File: src/rtl/alarm_mgr_defs.svh
// constants for the converter alarm manager
`ifndef ALARM_MGR_DEFS_SVH
`define ALARM_MGR_DEFS_SVH
// ****************************************
// display codes (upper byte major, lower byte minor)
// ****************************************
`define CODE_NONE      16'h0000
`define CODE_UNDERVOLT 16'h0a10
`define CODE_RAM       16'h0a12
`define CODE_NVMEM     16'h0a15
`define CODE_BOARD     16'h0a17
`define CODE_FLASH     16'h0a19
`define CODE_REGEN     16'h0a30
`define CODE_OVERVOLT  16'h0a33
`define CODE_PARAM     16'h0a37
`define CODE_MCDRIVE   16'h0a38
`define CODE_OPENPH    16'h0a39
`define CODE_INRUSH    16'h0a3a
`define CODE_OVERHEAT  16'h0a45
`define CODE_FAN       16'h0a47
`define CODE_OVLD1     16'h0a50
`define CODE_OVLD2     16'h0a51
`define CODE_WDOG      16'h0888
`define CODE_W_HEAT    16'h0a91
`define CODE_W_REGEN   16'h0ae0
`define CODE_W_OVLD    16'h0ae1
`define CODE_W_STOP    16'h0ae6
`define CODE_W_FAN     16'h0ae8
// ****************************************
// bit positions of the alarm vector
// ****************************************
`define ALM_UNDERVOLT 0
`define ALM_RAM       1
`define ALM_NVMEM     2
`define ALM_BOARD     3
`define ALM_FLASH     4
`define ALM_REGEN     5
`define ALM_OVERVOLT  6
`define ALM_PARAM     7
`define ALM_MCDRIVE   8
`define ALM_OPENPH    9
`define ALM_INRUSH    10
`define ALM_OVERHEAT  11
`define ALM_FAN       12
`define ALM_OVLD1     13
`define ALM_OVLD2     14
`define ALM_WDOG      15
// reset-clearable subset: undervolt, overvolt, regen, overheat, overload 1/2
`define ALM_CLEARABLE 16'h6861
// ****************************************
// timing and limits
// ****************************************
`define CLK_FREQ_HZ     25000000
`define PWR_LOSS_MS     60
`define PWR_LOSS_CYCLES ((`CLK_FREQ_HZ / 1000) * `PWR_LOSS_MS + 1)
`define NV_WRITE_LIMIT  100000
`endif

File: src/rtl/alarm_mgr_pkg.sv
// types for the converter alarm manager
`default_nettype none
package alarm_mgr_pkg;
  // fault inputs grouped by kind
  typedef struct packed {
    logic [15:0] alarms;  // one per alarm position
    logic [4:0]  warns;   // heat, regen load, overload, forced stop, fan
  } fault_in_t;
  typedef enum logic [2:0] {
    ST_RUN   = 3'b001,
    ST_WARN  = 3'b010,
    ST_ALARM = 3'b100
  } mgr_state_t;
endpackage
`default_nettype wire

File: src/rtl/alarm_mgr.sv
// converter alarm manager: latches faults, shows codes, drives trouble output
// Summary of operation
// - a detected fault puts its code on the display; alarms go before warnings, and the lowest bit wins.
// - power-on reset clears every latched alarm, clearable or not.
// - only undervolt, overvolt, regen, overheat, overload 1 and 2 clear on the clear input or panel key.
// - entering the alarm state turns the trouble output to its off level.
// - while an alarm is latched the display shows that alarm's own code.
// - control supply loss longer than 60 ms raises the undervoltage alarm.
// - more than 100,000 nonvolatile writes raises the nonvolatile memory alarm.
// - warnings use their own codes, distinct from alarms.
// - board and cpu part faults raise their own alarm, cleared only by power cycle.
`include "alarm_mgr_defs.svh"
`default_nettype none
module alarm_mgr
  import alarm_mgr_pkg::*;
#(
  parameter int unsigned PWR_LOSS_CYCLES = `PWR_LOSS_CYCLES,
  parameter int unsigned NV_WRITE_LIMIT  = `NV_WRITE_LIMIT
) (
  // clock and reset
  input  wire logic        MCLK_IN,
  input  wire logic        RESET_N_IN,
  // fault sources
  input  wire fault_in_t   FAULT_IN,
  input  wire logic        CTRL_PWR_OK_IN,
  input  wire logic        NV_WRITE_IN,
  // clearing actions
  input  wire logic        ALARM_CLEAR_IN,
  input  wire logic        PANEL_KEY_IN,
  // status
  output logic             TROUBLE_OUTPUT_OUT,
  output logic [15:0]      DISPLAY_CODE_OUT,
  output logic             ALARM_ACTIVE_OUT,
  output logic             WARN_ACTIVE_OUT
);

  // ****************************************
  // code lookup
  // ****************************************
  localparam logic [15:0] CLR_MASK = `ALM_CLEARABLE;

  // lowest set alarm position wins the display
  function automatic logic [15:0] alarm_code(input logic [15:0] v);
    logic [15:0] c;
    c = `CODE_NONE;
    for (int i = 15; i >= 0; i--) begin
      if (v[i]) begin
        unique case (i)
          `ALM_UNDERVOLT: c = `CODE_UNDERVOLT;
          `ALM_RAM:       c = `CODE_RAM;
          `ALM_NVMEM:     c = `CODE_NVMEM;
          `ALM_BOARD:     c = `CODE_BOARD;
          `ALM_FLASH:     c = `CODE_FLASH;
          `ALM_REGEN:     c = `CODE_REGEN;
          `ALM_OVERVOLT:  c = `CODE_OVERVOLT;
          `ALM_PARAM:     c = `CODE_PARAM;
          `ALM_MCDRIVE:   c = `CODE_MCDRIVE;
          `ALM_OPENPH:    c = `CODE_OPENPH;
          `ALM_INRUSH:    c = `CODE_INRUSH;
          `ALM_OVERHEAT:  c = `CODE_OVERHEAT;
          `ALM_FAN:       c = `CODE_FAN;
          `ALM_OVLD1:     c = `CODE_OVLD1;
          `ALM_OVLD2:     c = `CODE_OVLD2;
          default:        c = `CODE_WDOG;
        endcase
      end
    end
    return c;
  endfunction

  // lowest set warning wins
  function automatic logic [15:0] warn_code(input logic [4:0] w);
    logic [15:0] c;
    c = `CODE_NONE;
    if (w[4]) c = `CODE_W_FAN;
    if (w[3]) c = `CODE_W_STOP;
    if (w[2]) c = `CODE_W_OVLD;
    if (w[1]) c = `CODE_W_REGEN;
    if (w[0]) c = `CODE_W_HEAT;
    return c;
  endfunction

  // ****************************************
  // supply loss timer
  // ****************************************
  logic [31:0] loss_cnt_q;
  logic        loss_alarm;

  always_ff @(posedge MCLK_IN) begin
    if (!RESET_N_IN || CTRL_PWR_OK_IN) begin
      loss_cnt_q <= 32'h0;
    end else if (loss_cnt_q < PWR_LOSS_CYCLES) begin
      loss_cnt_q <= loss_cnt_q + 32'h1;
    end
  end
  assign loss_alarm = (loss_cnt_q >= PWR_LOSS_CYCLES);

  // ****************************************
  // nonvolatile write counter
  // ****************************************
  logic [31:0] nv_cnt_q;
  logic        nv_alarm;

  // count writes, saturate past the limit
  always_ff @(posedge MCLK_IN) begin
    if (!RESET_N_IN) begin
      nv_cnt_q <= 32'h0;
    end else if (NV_WRITE_IN && nv_cnt_q <= NV_WRITE_LIMIT) begin
      nv_cnt_q <= nv_cnt_q + 32'h1;
    end
  end
  assign nv_alarm = (nv_cnt_q > NV_WRITE_LIMIT);

  // ****************************************
  // alarm latch
  // ****************************************
  logic [15:0] raw_alarms;
  logic [15:0] alarms_q;
  logic [15:0] alarms_d;
  logic        clear_req;

  always_comb begin
    raw_alarms = FAULT_IN.alarms;
    raw_alarms[`ALM_UNDERVOLT] = FAULT_IN.alarms[`ALM_UNDERVOLT] | loss_alarm;
    raw_alarms[`ALM_NVMEM]     = FAULT_IN.alarms[`ALM_NVMEM] | nv_alarm;
  end

  assign clear_req = ALARM_CLEAR_IN | PANEL_KEY_IN;

  // clear input drops only the clearable subset; new faults win
  always_comb begin
    alarms_d = alarms_q;
    if (clear_req) begin
      alarms_d = alarms_q & ~CLR_MASK;
    end
    alarms_d = alarms_d | raw_alarms;
  end

  // power-on reset clears all; otherwise held; board bit kept
  always_ff @(posedge MCLK_IN) begin
    if (!RESET_N_IN) begin
      alarms_q <= 16'h0000;
    end else begin
      alarms_q <= alarms_d;
    end
  end

  // ****************************************
  // state and outputs
  // ****************************************
  mgr_state_t state_q;

  always_ff @(posedge MCLK_IN) begin
    if (!RESET_N_IN) begin
      state_q <= ST_RUN;
    end else if (|alarms_d) begin
      state_q <= ST_ALARM;
    end else if (|FAULT_IN.warns) begin
      state_q <= ST_WARN;
    end else begin
      state_q <= ST_RUN;
    end
  end

  // trouble output high while healthy, low in alarm
  always_ff @(posedge MCLK_IN) begin
    if (!RESET_N_IN) begin
      TROUBLE_OUTPUT_OUT <= 1'b1;
      ALARM_ACTIVE_OUT   <= 1'b0;
      WARN_ACTIVE_OUT    <= 1'b0;
    end else begin
      TROUBLE_OUTPUT_OUT <= ~(|alarms_d);
      ALARM_ACTIVE_OUT   <= |alarms_d;
      WARN_ACTIVE_OUT    <= |FAULT_IN.warns;
    end
  end

  // alarm code first, then warning code
  always_ff @(posedge MCLK_IN) begin
    if (!RESET_N_IN) begin
      DISPLAY_CODE_OUT <= `CODE_NONE;
    end else if (|alarms_d) begin
      DISPLAY_CODE_OUT <= alarm_code(alarms_d);
    end else begin
      DISPLAY_CODE_OUT <= warn_code(FAULT_IN.warns);
    end
  end
endmodule
`default_nettype wire

File: config.mk
export PLATFORM = sky130hd
export DESIGN_NAME = alarm_mgr
export DESIGN_NICKNAME = d
export VERILOG_FILES = /design/src/rtl/alarm_mgr_pkg.sv /design/src/rtl/alarm_mgr.sv
export VERILOG_INCLUDE_DIRS = /design/src /design/src/rtl
export SDC_FILE = /design/constraint.sdc
export NUM_CORES = 1
export LEC_CHECK = 0
export ABC_CLOCK_PERIOD_IN_PS = 7000
export BUFFER_PORTS_ARGS = -buffer_cell sky130_fd_sc_hd__buf_2
export CORE_UTILIZATION = 50
export DETAILED_ROUTE_END_ITERATION = 12
export HOLD_SLACK_MARGIN = 0.12
export PLACE_DENSITY = 0.7
export SKIP_LAST_GASP = 1
export SYNTH_ARGS = -nofsm -noshare
export SYNTH_HDL_FRONTEND = slang
export SYNTH_SLANG_ARGS = --single-unit
File: constraint.sdc
create_clock -name MCLK_IN -period 7 [get_ports MCLK_IN]
set_input_delay 2.1 -clock MCLK_IN [delete_from_list [all_inputs] [get_ports MCLK_IN]]
set_output_delay 2.1 -clock MCLK_IN [all_outputs]
set_load 0.02 [all_outputs]
==> flow_summary.html <==
<table>
<tr><th>Metric</th><th>Value</th></tr>
<tr><th colspan="2">Power and ir drop</th></tr>
<tr><td>Leakage power</td><td>between 1.5 and 2 nW</td></tr>
<tr><td>PwrDens</td><td>approximately 210 nW/um^2</td></tr>
<tr><td>Max rail drop VDD</td><td>0.109 mV</td></tr>
<tr><th colspan="2">Yosys</th></tr>
<tr><td>FFs w/ async S/R, synth</td><td>0</td></tr>
<tr><td>Share of the synthesized netlist area taken by xor and xnor gates</td><td>0.0605</td></tr>
<tr><td>Total of flip-flops plus latches after synthesis</td><td>93</td></tr>
<tr><td>Area leader, netlist</td><td>dfxtp_1</td></tr>
<tr><td>Main combinational cell family by area after synthesis</td><td>simple AND/OR/NAND/NOR gates</td></tr>
<tr><td>Number of flops mapped to enable cells by yosys</td><td>0</td></tr>
<tr><td>Share of synthesized cell area in and, or, nand and nor gates</td><td>0.308</td></tr>
<tr><td>Arithmetic-cell share of the synthesized area counting full adders, half adders and majority gates</td><td>0.0154</td></tr>
<tr><td>Synth cell count leaders</td><td>dfxtp_1, nor2_1, and2_1, nand4_1, xor2_1</td></tr>
<tr><td>Area share of the leading cell type in the synthesized netlist</td><td>0.460</td></tr>
<tr><td>Synthesized area per cell</td><td>8.94 sq um</td></tr>
<tr><td>Compound-Gate Fraction of Synth Area</td><td>0.111</td></tr>
<tr><td>Number of cells produced by synthesis</td><td>around 450</td></tr>
<tr><td>Dominant register cell in the synthesized netlist</td><td>dfxtp_1</td></tr>
<tr><td>Number of unique standard cell types used by synthesis</td><td>59</td></tr>
<tr><td>Post-synthesis mux area share</td><td>0.00494</td></tr>
<tr><td>Most frequent cell after synthesis</td><td>dfxtp_1</td></tr>
<tr><td>Sequential-to-total area share from yosys stat</td><td>0.460</td></tr>
<tr><td>Largest cells by area after synthesis</td><td>dfxtp_1, nor2_1, and2_1</td></tr>
<tr><td>Count of synthesis-stage warnings from yosys</td><td>0</td></tr>
<tr><td>Netlist area before placement</td><td>4050 sq um</td></tr>
<tr><th colspan="2">GRT</th></tr>
<tr><td>Via count of the first global-routing pass</td><td>3163</td></tr>
<tr><td>Global routing usage summed across all routing layers</td><td>0.210</td></tr>
<tr><td>Leftover overflow at the end of global routing</td><td>0</td></tr>
<tr><td>Antenna violations before repair</td><td>0</td></tr>
<tr><td>Largest net degree at the start of global routing</td><td>36</td></tr>
<tr><td>Global-route wire length before repair</td><td>approximately 14000 um</td></tr>
<tr><th colspan="2">Floorplan</th></tr>
<tr><td>Total number of placement rows</td><td>32</td></tr>
<tr><td>Total core area</td><td>between 7000 and 8000 sq um</td></tr>
<tr><td>I/O Pins</td><td>46</td></tr>
<tr><td>Die area</td><td>8470 sq um</td></tr>
<tr><td>Die H</td><td>roughly 90 um</td></tr>
<tr><td>Chip width</td><td>a little over 90 um</td></tr>
<tr><td>Starting density of the core</td><td>0.522</td></tr>
<tr><th colspan="2">Routing</th></tr>
<tr><td>Overall routed net length</td><td>8380 um</td></tr>
<tr><td>Per-cell routed wire length</td><td>14.2 um</td></tr>
<tr><td>Via count</td><td>3303</td></tr>
<tr><td>Remaining DRCs</td><td>0</td></tr>
<tr><td>Number of routed nets with antenna violations</td><td>0</td></tr>
<tr><td>First-pass DRT Iterations</td><td>4</td></tr>
<tr><td>Routed via count divided by cell count</td><td>5.60</td></tr>
<tr><td>Number of violations reported at the end of detailed-routing iteration 0</td><td>110</td></tr>
<tr><th colspan="2">Clock tree</th></tr>
<tr><td>Number of levels in the clock H-tree</td><td>3</td></tr>
<tr><td>Worst-case clock buffer depth</td><td>2</td></tr>
<tr><td>Hold_buf cts</td><td>0</td></tr>
<tr><td>Buffers inserted during post-CTS setup optimization</td><td>0</td></tr>
<tr><td>Number of gates resized after cts</td><td>0</td></tr>
<tr><td>Total clock buffers created by CTS</td><td>9</td></tr>
<tr><td>Clock-pin slew of the registers on the worst-case setup and hold paths</td><td>80 ps</td></tr>
<tr><td>Library cell used as clock root buffer</td><td>clkbuf_8</td></tr>
<tr><td>CTS tree</td><td>yes</td></tr>
<tr><td>Clock Sinks</td><td>93</td></tr>
<tr><td>Insertion delay of the later-clocked pin in the worst-skew pair</td><td>about 350 ps</td></tr>
<tr><th colspan="2">Worst setup path</th></tr>
<tr><td>Largest driver fanout on the critical path</td><td>35</td></tr>
<tr><td>Cell-by-cell listing of the critical path</td><td>buf_2, clkinv_1, nor2_1, nand2_1, a31oi_1, a41o_1</td></tr>
<tr><td>CP Buf/Inv Count</td><td>2</td></tr>
<tr><td>CP peak stage delay</td><td>900 ps</td></tr>
<tr><td>Data arrival time of the critical path</td><td>4580 ps</td></tr>
<tr><td>CP delay by family, top</td><td>buffers and inverters</td></tr>
<tr><td>Required time worst endpoint</td><td>7290 ps</td></tr>
<tr><td>Reg-to-reg slack, setup</td><td>around 4200 ps</td></tr>
<tr><td>Start-to-end type of the worst setup path</td><td>in2reg</td></tr>
<tr><td>Slowest cell on the critical path</td><td>clkinv_1</td></tr>
<tr><td>Endpoint type of the worst setup path</td><td>flop</td></tr>
<tr><td>Setup crit start kind</td><td>input port</td></tr>
<tr><th colspan="2">Placed design</th></tr>
<tr><td>RePlAce Congestion</td><td>a little under 0.8</td></tr>
<tr><td>Count of input and output buffers</td><td>39</td></tr>
<tr><td>Hpwl dp</td><td>5860 um</td></tr>
<tr><td>Worst Setup Slack post-DPL</td><td>2320 ps</td></tr>
<tr><th colspan="2">Timing</th></tr>
<tr><td>Worst Setup Slack, final</td><td>2710 ps</td></tr>
<tr><td>Fmax</td><td>233 MHz</td></tr>
<tr><td>Setup TNS</td><td>0 ps</td></tr>
<tr><td>Worst slew slack as a fraction of its limit</td><td>0.273</td></tr>
<tr><td>Min Hold Slack</td><td>464 ps</td></tr>
<tr><td>Post-layout min period</td><td>approximately 4300 ps</td></tr>
<tr><td>Setup repair after global routing missed its margin</td><td>false</td></tr>
<tr><td>Final Cycle Share</td><td>0.613</td></tr>
<tr><td>Final number of max-transition violations</td><td>0</td></tr>
<tr><td>Setup violations, final</td><td>0</td></tr>
<tr><td>Final clock skew</td><td>11.2 ps</td></tr>
<tr><td>Number of hold violations in the final report</td><td>0</td></tr>
<tr><td>Transition time at the pin with the least slew margin</td><td>1080 ps</td></tr>
<tr><th colspan="2">Cells and area</th></tr>
<tr><td>Post-route core utilization</td><td>0.575</td></tr>
<tr><td>Area added between synthesis and finish</td><td>10.3%</td></tr>
<tr><td>Fillcell total</td><td>732</td></tr>
<tr><td>Total number of nets in the final design</td><td>516</td></tr>
<tr><td>Diodes inserted</td><td>0</td></tr>
<tr><td>Fraction of final layout cells sized beyond drive strength 1</td><td>0.135</td></tr>
<tr><th colspan="2">Hold path</th></tr>
<tr><td>Path class of the lowest-slack min-delay path</td><td>reg2reg</td></tr>
<tr><th colspan="2">Job</th></tr>
<tr><td>Count of maximum capacitance violations</td><td>0</td></tr>
<tr><th colspan="2">Status</th></tr>
<tr><td>Result of the run</td><td>finished clean</td></tr>
</table>
## worst register-to-register path: cells and delay by family (launching register included)
kind,cells,cell delay [ps]
AO/OA/AOI/OAI,3,1070
buffers and inverters,1,300
flip-flops,1,430
AND/OR/NAND/NOR,3,960
## final timing paths
kind	depth (start not counted)	startpoint	end
worst max-delay path	6	RESET_N_IN	loss_cnt_q[19]
worst min-delay path	1	nv_cnt_q[20]	nv_cnt_q[20]
worst max register to register	7	loss_cnt_q[2]	loss_cnt_q[4]
worst min register to register	1	nv_cnt_q[20]	nv_cnt_q[20]
## area by class of cell
type / instances / area, sq um / area share
clock inverter: 5 / 61.3 / 0.0137
timing repair buffer: 40 / 203 / 0.0454
tap: 102 / 128 / 0.0286
clock buffer: 10 / 128 / 0.0286
sequential: 93 / 1860 / 0.417
inverter: 10 / 37.5 / 0.00840
multi-input combinational: 330 / 2050 / 0.459
## per-stage QoR
| step | std cells | area, sq um | total power [mW] |
|---|---|---|---|
| after global placement | 575 | 4280 | 0.615 |
| after detailed placement | 575 | 4280 | 0.616 |
| after CTS | 590 | 4470 | 0.962 |
| after floorplan | 458 | 4070 | 0.597 |
| after global routing | 590 | 4470 | 0.994 |
| final | 590 | 4470 | 0.952 |
## per-layer routing
layer / GRT usage / share of wire
met1: 0.285 / 0.49
met2: 0.340 / 0.46
met3: 0.0315 / 0.036
met4: 0.0729 / 0.014
met5: 0 / 0
## registers in the layout, indices dropped and copies added (netlist names)
register,flops
ALARM_ACTIVE_OUT,1
DISPLAY_CODE_OUT,10
TROUBLE_OUTPUT_OUT,1
WARN_ACTIVE_OUT,1
alarms_q,16
loss_cnt_q,32
nv_cnt_q,32
## power breakdown
group / internal, mW / switching, mW / total [mW]
Combinational: 0.0206 / 0.0384 / 0.0590
Clock: 0.165 / 0.183 / 0.348
Sequential: 0.539 / 0.00578 / 0.545
Total: 0.725 / 0.227 / 0.952
## layout by cell type, fill, tap and decap left out, types with 4 or more instances in the layout
cell type | synthesis | layout
o21ai_0 | 11 | 11
and3_1 | 14 | 14
buf_2 | 1 | 39
and4_1 | 6 | 6
ha_1 | 5 | 5
nand3_1 | 10 | 10
and2_1 | 35 | 35
nor2_1 | 70 | 70
dfxtp_1 | 93 | 93
nand4_1 | 28 | 28
inv_1 | 9 | 9
nand2_1 | 21 | 21
clkbuf_8 | 0 | 9
or3_1 | 4 | 4
a2111oi_0 | 4 | 4
a21oi_1 | 16 | 16
conb_1 | 1 | 6
nor4_1 | 12 | 12
nor3_1 | 7 | 7
a31oi_1 | 4 | 4
xor2_1 | 25 | 25
## cell families after synthesis
logic type | count (synthesis)
DFF | 93
muxes | 2
buffers and inverters | 35
AOI/OAI and AO/OA | 61
adders and majority gates | 5
xor gates and xnor gates | 28
other | 1
and+or+nand+nor | 228
No activity file was read; power rests on OpenSTA's default activity.
